**config.mk**
```make
export PLATFORM = sky130hd
export DESIGN_NAME = tas_teach_leds
export DESIGN_NICKNAME = d
export VERILOG_FILES = /design/src/include/tas_pkg.sv /design/src/tas_teach_leds.sv
export VERILOG_INCLUDE_DIRS = /design/src /design/src/include
export SDC_FILE = /design/constraint.sdc
export NUM_CORES = 1
export LEC_CHECK = 0
export ABC_AREA = 1
export BUFFER_PORTS_ARGS = -buffer_cell sky130_fd_sc_hd__buf_4
export CORE_MARGIN = 1.5
export CORE_UTILIZATION = 62
export CTS_CLUSTER_SIZE = 40
export DETAILED_ROUTE_END_ITERATION = 12
export PLACE_DENSITY = 0.87
export SLEW_MARGIN = 20
export SYNTH_ARGS = -nofsm -noshare
export SYNTH_HDL_FRONTEND = slang
export SYNTH_SLANG_ARGS = --single-unit
export TNS_END_PERCENT = 30
```
**constraint.sdc**
```tcl
create_clock -name clk_i -period 2.45 [get_ports clk_i]
set_input_delay 0.1225 -clock clk_i [delete_from_list [all_inputs] [get_ports clk_i]]
set_output_delay 0.1225 -clock clk_i [all_outputs]
set_load 0.005 [all_outputs]
```
**src/include/tas_consts.svh**
```systemverilog
// constants for the teach attribute and status indicator block
`ifndef TAS_CONSTS_SVH
`define TAS_CONSTS_SVH
// attribute path of the teach byte
`define TAS_CLASS 16'h0096
`define TAS_INST 16'h0001
`define TAS_ATTR 8'h08
// teach byte field positions
`define TAS_BIT_CMD 0
`define TAS_BIT_DONE 0
`define TAS_BIT_FAIL 1
// reset values: idle counts as completed, no defect
`define TAS_DONE_RST 1'b1
`define TAS_FAIL_RST 1'b0
// timing
`define TAS_CLK_KHZ 125000
`define TAS_STEP_MS 250
`define TAS_FLASH_MS 500
`endif

```
**src/include/tas_pkg.sv**
```systemverilog
// types for the teach attribute and status indicator block
package tas_pkg;
  typedef struct packed {
    logic write;
    logic [15:0] cls;
    logic [15:0] inst;
    logic [7:0] attr;
    logic [7:0] data;
  } tas_req_t;

  typedef struct packed {
    logic grn;
    logic red;
  } tas_led_t;

  typedef enum logic [2:0] {
    LT_GREEN,
    LT_RED,
    LT_OFF,
    LT_BOTH,
    LT_RUN
  } tas_lamp_t;
endpackage

```
**src/tas_teach_leds.sv**
```systemverilog
// teach attribute handling and two-colour bus / device status indicators
// Function
// teach byte lives at class 150, instance 1, attribute 8; set and get
// writing bit 0 as zero starts end-position calibration
// master treats bit 1 as read-only, writes upper bits as zero
// read bit 0 is zero while calibrating, one when finished
// read bit 1 after finish: zero success, one defective
// power-up lamp test: green quarter second, red, off, brief light
// status coding shown only after the lamp test completes
// bus indicator off until duplicate address check ends; a critical fault still shows steady red
// bus indicator steady green when online and connected
// bus indicator flashes green when online without connection
// bus indicator flashes red while an I/O connection timed out
// bus indicator steady red on critical fault
// device indicator steady green in normal operation
// flashing states toggle at roughly one hertz from a counter
`timescale 1ns/10ps
`include "tas_consts.svh"

module tas_teach_leds
  import tas_pkg::*;
#(
  parameter int unsigned STEP_CYC = `TAS_STEP_MS * `TAS_CLK_KHZ,
  parameter int unsigned FLASH_CYC = `TAS_FLASH_MS * `TAS_CLK_KHZ
) (
  // clock and reset
  input wire logic clk_i,
  input wire logic rstn_i,
  // attribute access from the explicit message layer
  input wire logic req_valid_i,
  input wire tas_req_t req_i,
  output logic rsp_valid_o,
  output logic [7:0] rsp_data_o,
  output logic rsp_err_o,
  // calibration engine
  output logic teach_start_o,
  input wire logic teach_end_i,
  input wire logic teach_fail_i,
  // network state
  input wire logic dup_done_i,
  input wire logic online_i,
  input wire logic connected_i,
  input wire logic io_timeout_i,
  input wire logic crit_fault_i,
  // indicators
  output tas_led_t bus_led_o,
  output tas_led_t dev_led_o
);

  function automatic logic path_hit(input tas_req_t r);
    return (r.cls == `TAS_CLASS) && (r.inst == `TAS_INST) && (r.attr == `TAS_ATTR);
  endfunction

  // ---------------- teach attribute ----------------
  logic done_reg, done_next;
  logic fail_reg, fail_next;
  logic start_reg, start_next;
  logic rsp_valid_reg, rsp_valid_next;
  logic rsp_err_reg, rsp_err_next;
  logic [7:0] rsp_data_reg, rsp_data_next;
  logic start_req;

  // path decode
  // start on bit 0 low; ignored while a run is in progress
  assign start_req = req_valid_i && req_i.write && path_hit(req_i) &&
                     !req_i.data[`TAS_BIT_CMD] && done_reg;

  always_comb begin
    done_next = done_reg;
    fail_next = fail_reg;
    start_next = start_req;
    rsp_valid_next = req_valid_i;
    rsp_err_next = req_valid_i && !path_hit(req_i);
    rsp_data_next = 8'h00;
    // outcome latched at the end of the run
    if (teach_end_i && !done_reg) begin
      done_next = 1'b1;
      fail_next = teach_fail_i;
    end
    // running shows as bit 0 low; a new start wins over a stale end
    if (start_req) begin
      done_next = 1'b0;
      fail_next = 1'b0;
    end
    // upper bits read as zero, bit 1 never written
    if (req_valid_i && !req_i.write && path_hit(req_i)) begin
      rsp_data_next[`TAS_BIT_DONE] = done_reg;
      rsp_data_next[`TAS_BIT_FAIL] = fail_reg;
    end
  end

  always_ff @(posedge clk_i or negedge rstn_i) begin
    if (!rstn_i) begin
      done_reg <= `TAS_DONE_RST;
      fail_reg <= `TAS_FAIL_RST;
      start_reg <= 1'b0;
      rsp_valid_reg <= 1'b0;
      rsp_err_reg <= 1'b0;
      rsp_data_reg <= 8'h00;
    end else begin
      done_reg <= done_next;
      fail_reg <= fail_next;
      start_reg <= start_next;
      rsp_valid_reg <= rsp_valid_next;
      rsp_err_reg <= rsp_err_next;
      rsp_data_reg <= rsp_data_next;
    end
  end

  assign teach_start_o = start_reg;
  assign rsp_valid_o = rsp_valid_reg;
  assign rsp_err_o = rsp_err_reg;
  assign rsp_data_o = rsp_data_reg;

  // ---------------- lamp test and flash timing ----------------
  tas_lamp_t phase_reg, phase_next;
  logic [31:0] step_cnt_reg, step_cnt_next;
  logic [31:0] flash_cnt_reg, flash_cnt_next;
  logic flash_reg, flash_next;

  always_comb begin
    phase_next = phase_reg;
    step_cnt_next = step_cnt_reg;
    // each lamp test step lasts one step period
    if (phase_reg != LT_RUN) begin
      if (step_cnt_reg == STEP_CYC - 32'h1) begin
        step_cnt_next = 32'h0;
        case (phase_reg)
          LT_GREEN: phase_next = LT_RED;
          LT_RED: phase_next = LT_OFF;
          LT_OFF: phase_next = LT_BOTH;
          LT_BOTH: phase_next = LT_RUN;
          default: phase_next = LT_RUN;
        endcase
      end else begin
        step_cnt_next = step_cnt_reg + 32'h1;
      end
    end
    // free-running half period toggle
    flash_next = flash_reg;
    if (flash_cnt_reg == FLASH_CYC - 32'h1) begin
      flash_cnt_next = 32'h0;
      flash_next = !flash_reg;
    end else begin
      flash_cnt_next = flash_cnt_reg + 32'h1;
    end
  end

  always_ff @(posedge clk_i or negedge rstn_i) begin
    if (!rstn_i) begin
      phase_reg <= LT_GREEN;
      step_cnt_reg <= 32'h0;
      flash_cnt_reg <= 32'h0;
      flash_reg <= 1'b0;
    end else begin
      phase_reg <= phase_next;
      step_cnt_reg <= step_cnt_next;
      flash_cnt_reg <= flash_cnt_next;
      flash_reg <= flash_next;
    end
  end

  // ---------------- indicator coding ----------------
  tas_led_t bus_reg, bus_next;
  tas_led_t dev_reg, dev_next;

  always_comb begin
    bus_next = '0;
    dev_next = '0;
    case (phase_reg)
      // lamp test colours on both indicators
      LT_GREEN: begin
        bus_next.grn = 1'b1;
        dev_next.grn = 1'b1;
      end
      LT_RED: begin
        bus_next.red = 1'b1;
        dev_next.red = 1'b1;
      end
      LT_OFF: bus_next = '0;
      LT_BOTH: begin
        bus_next = '1;
        dev_next = '1;
      end
      // status coding only once the test is over
      LT_RUN: begin
        // device steady green once the lamp test is over
        dev_next.grn = 1'b1;
        // critical fault overrides everything, a duplicate included
        if (crit_fault_i) begin
          bus_next.red = 1'b1;
        // dark until the duplicate address check ends
        end else if (!dup_done_i) begin
          bus_next = '0;
        // timed-out connection
        end else if (io_timeout_i) begin
          bus_next.red = flash_reg;
        // connected
        end else if (online_i && connected_i) begin
          bus_next.grn = 1'b1;
        // online only
        end else if (online_i) begin
          bus_next.grn = flash_reg;
        end
      end
      default: bus_next = '0;
    endcase
  end

  always_ff @(posedge clk_i or negedge rstn_i) begin
    if (!rstn_i) begin
      bus_reg <= '0;
      dev_reg <= '0;
    end else begin
      bus_reg <= bus_next;
      dev_reg <= dev_next;
    end
  end

  assign bus_led_o = bus_reg;
  assign dev_led_o = dev_reg;

  logic run_ok;
  assign run_ok = (phase_reg == LT_RUN) && !crit_fault_i && dup_done_i && !io_timeout_i;
endmodule // tas_teach_leds
```
# --- Word-level counts from Yosys, hierarchy flattened ---
# Cells that the tools add are included.
word_totals:
  register_bits: 79
  wordCells: 67
  latchBits: 0
  mem_bits_rw: 0
  romBits: 0
  in_bits: 59
  output_inout_bits: 15
  n_memories: 0
op_classes:
  n_reduce_logical: 22
  addsub: 2
  muxes: 19
  n_eq_ne: 10
  shifts: 0
  n_div: 0
  n_bitwise: 0
  n_mul: 0
  n_lt_le_gt_ge: 0
ops:
  columns: ["op", "n"]
  rows:
  - ["adder 32 x 1 -> 32 bit, second input constant", 2]
  - ["2-to-1 mux 32 bit", 2]
  - ["equality test 32 x 25 -> 1 bit, second input constant", 1]
  - ["equality test 32 x 26 -> 1 bit, second input constant", 1]
  - ["equality test 16 x 1 -> 1 bit, second input constant", 1]
  - ["equality test 16 x 8 -> 1 bit, second input constant", 1]
  - ["2-to-1 mux 1 bit", 12]
  - ["logical AND 1 bit", 11]
  - ["one-hot mux 3 bit (3 select lines)", 1]
  - ["equality test 8 x 4 -> 1 bit, second input constant", 1]
  - ["equality test 3 x 2 -> 1 bit, second input constant", 2]
  - ["logical NOT 1 bit", 5]
  - ["2-to-1 mux 2 bit", 2]
  - ["one-hot mux 1 bit (2 select lines)", 2]
  - ["OR reduction 2 bit", 2]
  - ["equality test 3 x 1 -> 1 bit, second input constant", 1]
  - ["equality test 3 bit, second input constant", 1]
  - ["logical NOT 3 bit", 1]
  - ["!= test 3 bit, second input constant", 1]
  - ["OR reduction 3 bit", 1]
  - ["AND reduction 2 bit", 1]
  - ["nonzero test 2 bit", 1]

# --- Longest topological paths before layout ---
# Gate-level depths: netlist of run 1.
logic_depth:
  ltp_word: 7
  mapped_depth: 10
  depth_no_buf: 10

# --- Worst setup path before layout of run 1 ---
# OpenSTA, ideal clock, no wires.
synth_path:
  path_type: "flip-flop to flip-flop"
  startpoint: "register flash_cnt_reg[0]"
  endpoint: "register flash_cnt_reg[30]"
  path_stages_with_launch: 11
  required_time_ps: 2332
  t_arrival_ps: 1268
  synth_period_minus_slack_ps: 1386
  setup_ps: 118
  path_slack_ps: 1064
  n_path_buf: 0
  path_cell_list: "dfrtp_1 > ha_1 > nand2_1 > inv_2 > nand2_2 > nor2_2 > inv_2 > nor2_2 > nand2_1 > xor2_1 > inv_1"
synth_via:
  elab_chain_len: 2
  word_cells_on_any_way: 3
  cone_classes: "add/sub (1); eq/ne (1); mux (1)"
synth_rtl:
  columns: ["element", "line_no", "rtl"]
  rows:
  - ["start, declared", "tas_teach_leds.sv:118", "logic [31:0] flash_cnt_reg, flash_cnt_next;"]
  - ["start signal, assigned", "tas_teach_leds.sv:158", "flash_cnt_reg <= flash_cnt_next;"]
  - ["adder 32 x 1 -> 32 bit / equality test 32 x 26 -> 1 bit (equally long branches)", "tas_teach_leds.sv:145, tas_teach_leds.sv:141", null]
  - ["2-to-1 mux 32 bit *", "tas_teach_leds.sv:141", "if (flash_cnt_reg == FLASH_CYC - 32'h1) begin"]
  - ["via flash_cnt_next[30]", "tas_teach_leds.sv:118", null]
# The timed path passes the listed nets; every way through them passes the cells marked *.
# A chain may end at the register's enable or synchronous reset.

# --- Final worst setup path of run 1 ---
layout_path:
  startpoint: "register flash_cnt_reg[0]"
  endpoint: "register flash_cnt_reg[24]"
# Same word-level chain as after synthesis.

==> results of run 1 <==
[power breakdown]
group | total [mW] | internal (mW) | switching [mW] | leakage (nW)
logic | 0.138 | 0.0706 | 0.0675 | 1.71
clock network | 1.03 | 0.514 | 0.517 | 0.105
registers | 1.31 | 1.31 | 0.00121 | 1.06
[metal layers]
metal	up-vias	share of wire, %
met2	241	46
li1	2450	-
met1	2284	43
met5	-	0
met3	24	8.8
met4	0	1.9
[cell usage in the layout (no fill, tap or decap), types with 3 or more instances in the layout]
cell           Yosys  routed
buf_4              8      60
clkbuf_8           0      10
conb_1             1       6
dfrtp_1           78      78
dlygate4sd3_1      0       4
inv_1             95      95
inv_2              9       9
nand2_1          196     196
nand2_2           11      11
nand3_1           42      42
nand3_2            4       4
nand4_1           27      27
nor2_1           173     173
nor2_2            14      14
nor2_4             4       4
nor3_1            16      16
nor3_2             4       4
o21ai_0            7       7
o21ai_1            6       6
or2_2              3       3
xnor2_1            5       5
xor2_1            21      21
[worst paths after layout]
kind,slack [ns],cells after the start,startpoint,to
setup / recovery,0.77,7,flash_cnt_reg[0],flash_cnt_reg[24]
hold / removal,0.009,3,teach_end_i,fail_reg
setup reg to reg,0.77,7,flash_cnt_reg[0],flash_cnt_reg[24]
hold reg to reg,0.49,1,flash_cnt_reg[0],flash_cnt_reg[0]
max in group asynchronous,1.60,2,rstn_i,step_cnt_reg[3]
min in group asynchronous,0.35,2,rstn_i,flash_cnt_reg[26]
[worst max-delay path, cell delays in order, from the launching register on]
cell     delay (ns)
dfrtp_1        0.39
ha_1           0.19
nand2_1        0.10
nor2_2         0.15
nand4_1        0.09
nor3_1         0.12
and2_1         0.41
nor2_1         0.09
[area by class of cell]
cell class	count	area [µm²]
multi-input cells	561	2666
inverters	104	390.4
repair buffers	65	501.7
well taps	102	127.6
fillers	609	1971
clock inverters	6	75.07
clock buffers	10	137.6
flip-flops and latches	79	1978
[cell families after synthesis]
| logic type | Yosys count | share of synthesized area (%) |
|---|---|---|
| xor+xnor | 26 | 4.467 |
| simple gates | 507 | 44.65 |
| flops | 79 | 38.81 |
| buf+inv | 115 | 9.254 |
| fa+ha+maj | 2 | 0.4908 |
| other cells | 1 | 0.07357 |
| compound gates | 20 | 2.258 |
==> metrics.cfg, run 1 <==
[status]
status = finished clean

[power]
power.density_mw_per_mm2 = 421.4
p_leak_nw = 2.875
power_mw = 2.477
ir_drop_v = 0.0002537

[clock_tree]
cts_max_path_buffers = 2
path_clk_slew_ns = 0.09
numCtsBuffers = 9
cts_tree = yes
cts-htree-levels = 3
clock_latency_ns = 0.36
clockRootBuffer = clkbuf_8
cts_sinks = 79
cts-resized-gates = 0
cts_setup_buffers = 0
hold_buffers = 4

[layout]
drive_gt1_share_pct = 16.24
syn_to_final_growth_pct = 15.29
nets = 881
diodes = 0
final_area_mm2 = 0.005877
postLayoutCoreUtil_pct = 74.89
instances_no_fill = 927

[drt]
first_pass_iters = 5
routed_wl_um = 12630
drt_iter0_drc = 378
final_antenna_net_count = 0
vias_per_cell = 5.393
wl_per_cell_um = 13.62
via_count = 4999
drc = 0

[placed_design]
place_area_mm2 = 0.005620
dp_slack_ns = 0.7867
numPortBuffers = 60
dp.cells = 907
dp_hpwl_um = 9624
routabilityCongestion = 0.9281

[global_routing]
gr-total-overflow = 0
first_global_vias = 4773
grt.total_usage_pct = 30.93
grt_pass1_wl_um = 21110
grtUsageMet2_pct = 49.52
grtUsageMet3_pct = 6.392
grt_max_degree = 80
antenna_found_initial = 0
grt-busiest-layer = met2
use_met1_pct = 41.74

[setup_path]
cp_max_fo = 10
endpoint_kind = flip-flop
cp.required_ns = 2.68
criticalPathCategory = flip-flop to flip-flop
setup.worst_path.start_class = flip-flop
worstPathArrival_ns = 1.91

[logic_synthesis]
synth_edf_count = 0
synth_top_area_share_pct = 38.29
synth_cells = 750
yosys-top-cells-count = nand2_1 (196), nor2_1 (173), inv_1 (95)
ys_types = 38
synth.area.top_cells = dfrtp_1 (38%), nand2_1 (14%), nor2_1 (13%), inv_1 (7.0%), nand3_1 (4.1%)
syn_area_mm2 = 0.005097
synth_ff_type = dfrtp_1
synthArstFlopShare_pct = 100.0
synth_top_area_cell = dfrtp_1
yosys_register_bits = 79
synth_most_common_cell = nand2_1
synth-seq-area-share_pct = 38.81
avgSynthCellArea_um2 = 6.797
ys_warn_count = 0

[floorplan]
pin_count = 74
core_mm2 = 0.007848
core.rowCount = 32
initial_core_util_pct = 64.96
die_h_um = 93.68
dieArea_mm2 = 0.008775
die_w_um = 93.68

[flow_run]
drv_cap = 0

[sta]
fin_skew_ns = 0.01338
setup_viol_count_final = 0
fin_crit_ns = 1.682
tns_ns = 0
slew_viol_final = 0
fin_ws_ns = 0.7684
worst_pin_slew_ns = 0.7100
slew-limit-headroom_pct = 52.67
finalCritPeriodShare_pct = 68.64
rsz0062_at_grt = false
hold_viol_final = 0
max_freq_ghz = 0.5947
hold_slack_ns = 0.008981

[min_path]
hold_class = input port to flip-flop

No activity file was read; power rests on OpenSTA's default activity.
==> inputs of run 2 (changes only) <==
--- a/config.mk
+++ b/config.mk
@@ -9,10 +9,10 @@
 export ABC_AREA = 1
 export BUFFER_PORTS_ARGS = -buffer_cell sky130_fd_sc_hd__buf_4
 export CORE_MARGIN = 1.5
-export CORE_UTILIZATION = 62
+export CORE_UTILIZATION = 52
 export CTS_CLUSTER_SIZE = 40
 export DETAILED_ROUTE_END_ITERATION = 12
-export PLACE_DENSITY = 0.87
+export PLACE_DENSITY = 0.78
 export SLEW_MARGIN = 20
 export SYNTH_ARGS = -nofsm -noshare
 export SYNTH_HDL_FRONTEND = slang
==> constraint.sdc (replaced) <==
create_clock -name clk_i -period 1.4 [get_ports clk_i]
set_input_delay 0.07 -clock clk_i [delete_from_list [all_inputs] [get_ports clk_i]]
set_output_delay 0.07 -clock clk_i [all_outputs]
set_load 0.005 [all_outputs]
==> run 2 against run 1 <==
  * The flow now finishes with violations (negative setup slack)
  * Hold slack improved by 0.014 ns
  * Worst setup slack got worse by 0.92 ns
  * Via count increased by 11%
  * Fmax increased by 8.4%
  * Highest routed layer unchanged
==> metrics.cfg, run 2 (same netlist as run 1, synthesis figures left out) <==
[status]
status = complete, but fails checks
violations = negative setup slack

[power]
power.density_mw_per_mm2 = 590.4  ; +40%
ir_drop_v = 0.0003846  ; +52%
p_leak_nw = 3.474  ; +21%

[floorplan]
initial_core_util_pct = 54.39  ; -11 points
core.rowCount = 35  ; +9.4%
core_mm2 = 0.009371  ; +19%
die_h_um = 102.0  ; +8.9%
pin_count = 74  ; unchanged
die_w_um = 102.0  ; +8.9%
dieArea_mm2 = 0.01041  ; +19%

[clock_tree]
numCtsBuffers = 9  ; unchanged
clockRootBuffer = clkbuf_8
cts_tree = yes
clock_latency_ns = 0.37  ; about the same
cts_sinks = 79  ; unchanged
path_clk_slew_ns = 0.09  ; about the same
cts_max_path_buffers = 2  ; unchanged
cts-htree-levels = 3  ; unchanged

[drt]
via_count = 5573  ; +11%
wl_per_cell_um = 14.88  ; +9.3%
final_antenna_net_count = 0  ; unchanged
first_pass_iters = 5  ; unchanged
drt_iter0_drc = 325  ; -14%
routed_wl_um = 15750  ; +25%
drc = 0  ; unchanged
vias_per_cell = 5.267  ; -2.3%

[layout]
postLayoutCoreUtil_pct = 74.89  ; about the same
nets = 985  ; +12%
fill_cells = 678  ; +11%
diodes = 0  ; unchanged
drive_gt1_share_pct = 31.11  ; +15 points
mostFrequentLayoutCells = nand2_1 (185), buf_4 (155), nor2_1 (150)
layout.cells.most_common = nand2_1
syn_to_final_growth_pct = 37.68
instances_no_fill = 1058  ; +14%

[sta]
rsz0062_at_grt = true
setup_viol_count_final = 51  ; +51
finalCritPeriodShare_pct = 110.8  ; +42 points
fin_crit_ns = 1.551  ; -0.1310 ns
hold_slack_ns = 0.02325  ; +0.01427 ns
fin_ws_ns = -0.1506  ; -0.9190 ns
fin_skew_ns = 0.01155  ; -0.001836 ns
slew_viol_final = 0  ; unchanged
max_freq_ghz = 0.6449  ; +8.4%
hold_viol_final = 0  ; unchanged

[setup_path]
worstPathArrival_ns = 1.80  ; -0.11 ns
cp_max_fo = 8  ; -2
setup.worst_path.start_class = flip-flop
endpoint_kind = flip-flop
criticalPathCategory = flip-flop to flip-flop
cp.required_ns = 1.65  ; -1.03 ns

[placed_design]
dp.cells = 1025  ; +13%
dp_hpwl_um = 11170  ; +16%
routabilityCongestion = 0.9379  ; +1.1%
numPortBuffers = 60  ; unchanged

[global_routing]
first_global_vias = 5379  ; +13%
grt_pass1_wl_um = 24410  ; +16%
grt.total_usage_pct = 30.42  ; -0.50 points
antenna_found_initial = 0  ; unchanged
gr-total-overflow = 0  ; unchanged
grt_max_degree = 31  ; -61%

[flow_run]
drv_cap = 0  ; unchanged

[min_path]
hold_class = input port to flip-flop

run 2: cell count changes in the layout (fill, tap and decap cells not counted), sizes merged:
cell | before | now
buf | 61 | 161
clkinv | 1 | 3
bufinv | 1 | 0
clkinvlp | 1 | 2
inv | 107 | 106
dlygate4sd3 | 4 | 6
nand3 | 47 | 48
clkbuf | 10 | 9
dlymetal6s4s | 0 | 1
run 2: worst max-delay path, stage by stage, from the launching register on:
cell and delay (ns):
dfrtp_1 0.41, ha_4 0.17, nand2_4 0.07, nor2_4 0.12, nand4_1 0.10, nor3_1 0.16, and2_1 0.20, buf_6 0.15
nor2_1 0.05
run 2: what timing repair did:
item                                    CTS  global route
cloned                                    1             0
hold buffers                              7             0
buffers inserted                          5             4
pin swaps                                 6            11
hold endpoints to repair                 59             0
endpoints found under the setup margin   57            64
gates resized for setup                  33            57
run 2: metrics by stage:
stage	area, µm²	power (mW)	TNS (ns)	setup slack [ns]
2_1_floorplan	5116	2.391	0	0.01367
3_3_place_gp	6350	2.570	-0.5479	-0.05689
3_5_place_dp	6350	2.582	-2.990	-0.1389
4_1_cts	6763	4.153	-2.032	-0.08781
5_1_grt	7018	4.264	-9.264	-0.2562
6_report	7018	4.144	-3.938	-0.1506
run 2: final timing paths:
path	cells past startpoint	startpoint	slack, ns	endpoint
worst max-delay path	8	flash_cnt_reg[0]	-0.15	flash_cnt_reg[15]
worst min-delay path	4	teach_end_i	0.02	done_reg
worst max register to register	8	flash_cnt_reg[0]	-0.15	flash_cnt_reg[15]
worst min register to register	1	flash_reg	0.50	flash_reg
max in group asynchronous	3	rstn_i	0.64	step_cnt_reg[6]
min in group asynchronous	2	rstn_i	0.19	flash_cnt_reg[23]
run 2: power breakdown:
part,switching [mW],internal (mW)
registers,0.00276,2.28
logic,0.128,0.136
clock network,0.933,0.659
total,1.06,3.08
run 2: layout make-up:
class | instances | area, µm² | share of cell area (%)
multi-input combinational | 562 | 2984 | 42.52
clock buffer | 9 | 123.9 | 1.765
timing repair buffer | 168 | 1313 | 18.70
clock inverter | 7 | 55.05 | 0.7845
tap | 129 | 161.4 | 2.300
inverter | 104 | 395.4 | 5.634
sequential | 79 | 1986 | 28.29
run 2: per-layer routing:
metal  vias up  GRT usage, %  wire [µm]
met3        44         4.856       1099
met1      2615         39.24       6626
met2       241         52.57       7626
met5         -             0          0
li1       2673             -          -
met4         0         9.484        394
==> inputs of run 3 (changes only) <==
--- a/config.mk
+++ b/config.mk
@@ -9,10 +9,10 @@
 export ABC_AREA = 1
 export BUFFER_PORTS_ARGS = -buffer_cell sky130_fd_sc_hd__buf_4
 export CORE_MARGIN = 1.5
-export CORE_UTILIZATION = 52
+export CORE_UTILIZATION = 58
 export CTS_CLUSTER_SIZE = 40
 export DETAILED_ROUTE_END_ITERATION = 12
-export PLACE_DENSITY = 0.78
+export PLACE_DENSITY = 0.82
 export SLEW_MARGIN = 20
 export SYNTH_ARGS = -nofsm -noshare
 export SYNTH_HDL_FRONTEND = slang
==> constraint.sdc (replaced) <==
create_clock -name clk_i -period 1.5 [get_ports clk_i]
set_input_delay 0.075 -clock clk_i [delete_from_list [all_inputs] [get_ports clk_i]]
set_output_delay 0.075 -clock clk_i [all_outputs]
set_load 0.005 [all_outputs]
==> run 3 against run 2 <==
  * The flow still finishes with violations (negative setup slack)
  * Utilization is 2.6 points higher
  * Flip-flop and latch count stayed put
  * Cell count is 6.8% lower
  * Power hardly changed
  * Critical path type unchanged
  * Highest routed layer unchanged
==> metrics.cfg, run 3 (same netlist as run 1, synthesis figures left out) <==
[layout]
layout.cells.most_common = nand2_1
mostFrequentLayoutCells = nand2_1 (185), nor2_1 (145), buf_4 (106)
fill_cells = 624  ; -8.0%
diodes = 0  ; unchanged
drive_gt1_share_pct = 29.73  ; -1.4 points
postLayoutCoreUtil_pct = 77.46  ; +2.6 points
syn_to_final_growth_pct = 31.22
nets = 934  ; -5.2%

[placed_design]
dp_slack_ns = -0.08346  ; +0.05547 ns
routabilityCongestion = 0.9583  ; +2.2%
dp_hpwl_um = 10110  ; -9.5%
numPortBuffers = 60  ; unchanged

[setup_path]
criticalPathCategory = flip-flop to flip-flop
rrSetupSlack_ns = -0.03  ; +0.12 ns
setup.worst_path.start_class = flip-flop
worstPathArrival_ns = 1.77  ; -0.03 ns
cp.required_ns = 1.74  ; +0.09 ns
cp_max_fo = 5  ; -3
endpoint_kind = flip-flop

[drt]
first_pass_iters = 6  ; +1
vias_per_cell = 5.362  ; +1.8%
drc = 0  ; unchanged
routed_wl_um = 14050  ; -11%
final_antenna_net_count = 0  ; unchanged
drt_iter0_drc = 352  ; +8.3%
via_count = 5287  ; -5.1%
wl_per_cell_um = 14.25  ; -4.2%

[sta]
finalCritPeriodShare_pct = 101.8  ; -8.9 points
slew_viol_final = 0  ; unchanged
fin_ws_ns = -0.02711  ; +0.1235 ns
setup_viol_count_final = 15  ; -71%
max_freq_ghz = 0.6548  ; +1.5%
fin_crit_ns = 1.527  ; -0.02348 ns
rsz0062_at_grt = true
hold_viol_final = 0  ; unchanged
fin_skew_ns = 0.01549  ; +0.003938 ns

[floorplan]
die_h_um = 96.75  ; -5.2%
pin_count = 74  ; unchanged
dieArea_mm2 = 0.009360  ; -10%
core_mm2 = 0.008636  ; -7.9%
initial_core_util_pct = 59.03  ; +4.6 points
die_w_um = 96.75  ; -5.2%
core.rowCount = 34  ; -2.9%

[status]
status = complete, but fails checks
violations = negative setup slack

[clock_tree]
clockRootBuffer = clkbuf_8
cts-htree-levels = 3  ; unchanged
clock_latency_ns = 0.36  ; about the same
cts_sinks = 79  ; unchanged
cts_max_path_buffers = 2  ; unchanged
cts_tree = yes
numCtsBuffers = 9  ; unchanged
path_clk_slew_ns = 0.08  ; about the same

[power]
ir_drop_v = 0.0004016  ; +4.4%
power.density_mw_per_mm2 = 619.7  ; +4.9%
p_leak_nw = 3.239  ; -6.8%

[global_routing]
gr-total-overflow = 0  ; unchanged
grt_pass1_wl_um = 22250  ; -8.8%
first_global_vias = 4902  ; -8.9%
grt_max_degree = 54  ; +74%
antenna_found_initial = 0  ; unchanged
grt.total_usage_pct = 29.10  ; -1.3 points

[min_path]
hold_class = input port to flip-flop

[flow_run]
drv_cap = 0  ; unchanged

-- run 3: cell count changes in the layout (fill, tap and decap cells not counted), sizes merged --
cell	delta
buf	-50
bufinv	+2
clkbuf	+2
clkinvlp	-2
clkinv	-1
dlymetal6s4s	-1
inv	-1
-- run 3: power breakdown --
group          internal [mW]  total (mW)  switching, mW  leakage [nW]
Combinational          0.121       0.231          0.110          2.09
Sequential              2.13        2.13        0.00213          1.04
Clock                  0.985        1.78          0.794         0.114
Total                   3.24        4.14          0.906          3.24
-- run 3: path summary, 6_finish.rpt --
| check | startpoint | end | depth (start not counted) |
|---|---|---|---|
| setup reg to reg | step_cnt_reg[0] | step_cnt_reg[4] | 8 |
| hold reg to reg | flash_reg | flash_reg | 1 |
| max in group asynchronous | rstn_i | flash_cnt_reg[7] | 3 |
| hold / removal | teach_end_i | fail_reg | 4 |
| min in group asynchronous | rstn_i | step_cnt_reg[13] | 2 |
| setup / recovery | step_cnt_reg[0] | step_cnt_reg[4] | 8 |
-- run 3: what timing repair did --
item	4_1_cts	5_1_grt
endpoints found under the setup margin	37	57
hold endpoints to repair	32	0
gates cloned	1	0
buffers inserted	4	14
pin swaps	6	28
hold buffers	6	0
gates resized for setup	23	80
-- run 3: worst max-delay path, stage by stage, from the launching register on --
cell      delay (ns)
dfrtp_1         0.42
ha_4            0.17
nand3_4         0.10
inv_4           0.09
nand3_4         0.06
nor2_4          0.25
nand3_4         0.15
nand3b_1        0.13
inv_1           0.05
-- run 3: final cells by class --
type	count	area [µm²]	area share [%]
well taps	108	135.1	2.020
inverters	104	392.9	5.874
clock inverters	5	78.83	1.178
multi-input cells	562	3010	45.01
clock buffers	11	141.4	2.114
repair buffers	117	938.4	14.03
flip-flops and latches	79	1992	29.78
-- run 3: layer usage --
metal / GRT usage (%) / wire, µm / part of all wire [%]
met2: 47.39 / 6759 / 48
met3: 3.396 / 998 / 7.1
met5: 0 / 0 / 0
met1: 40.35 / 5959 / 42
met4: 10.26 / 335 / 2.4
-- run 3: per-stage QoR --
step	area [µm²]	total power [mW]	hold WS, ns	setup TNS [ns]	cells
2_1_floorplan	5116	2.232	-0.2206	0	755
4_1_cts	6319	4.172	0.01744	-0.007412	972
5_1_grt	6689	4.274	0.06038	-2.431	986
3_3_place_gp	5906	2.391	0.006123	0	945
6_report	6689	4.145	0.02871	-0.2681	986
3_5_place_dp	5906	2.401	0.01995	-1.021	945
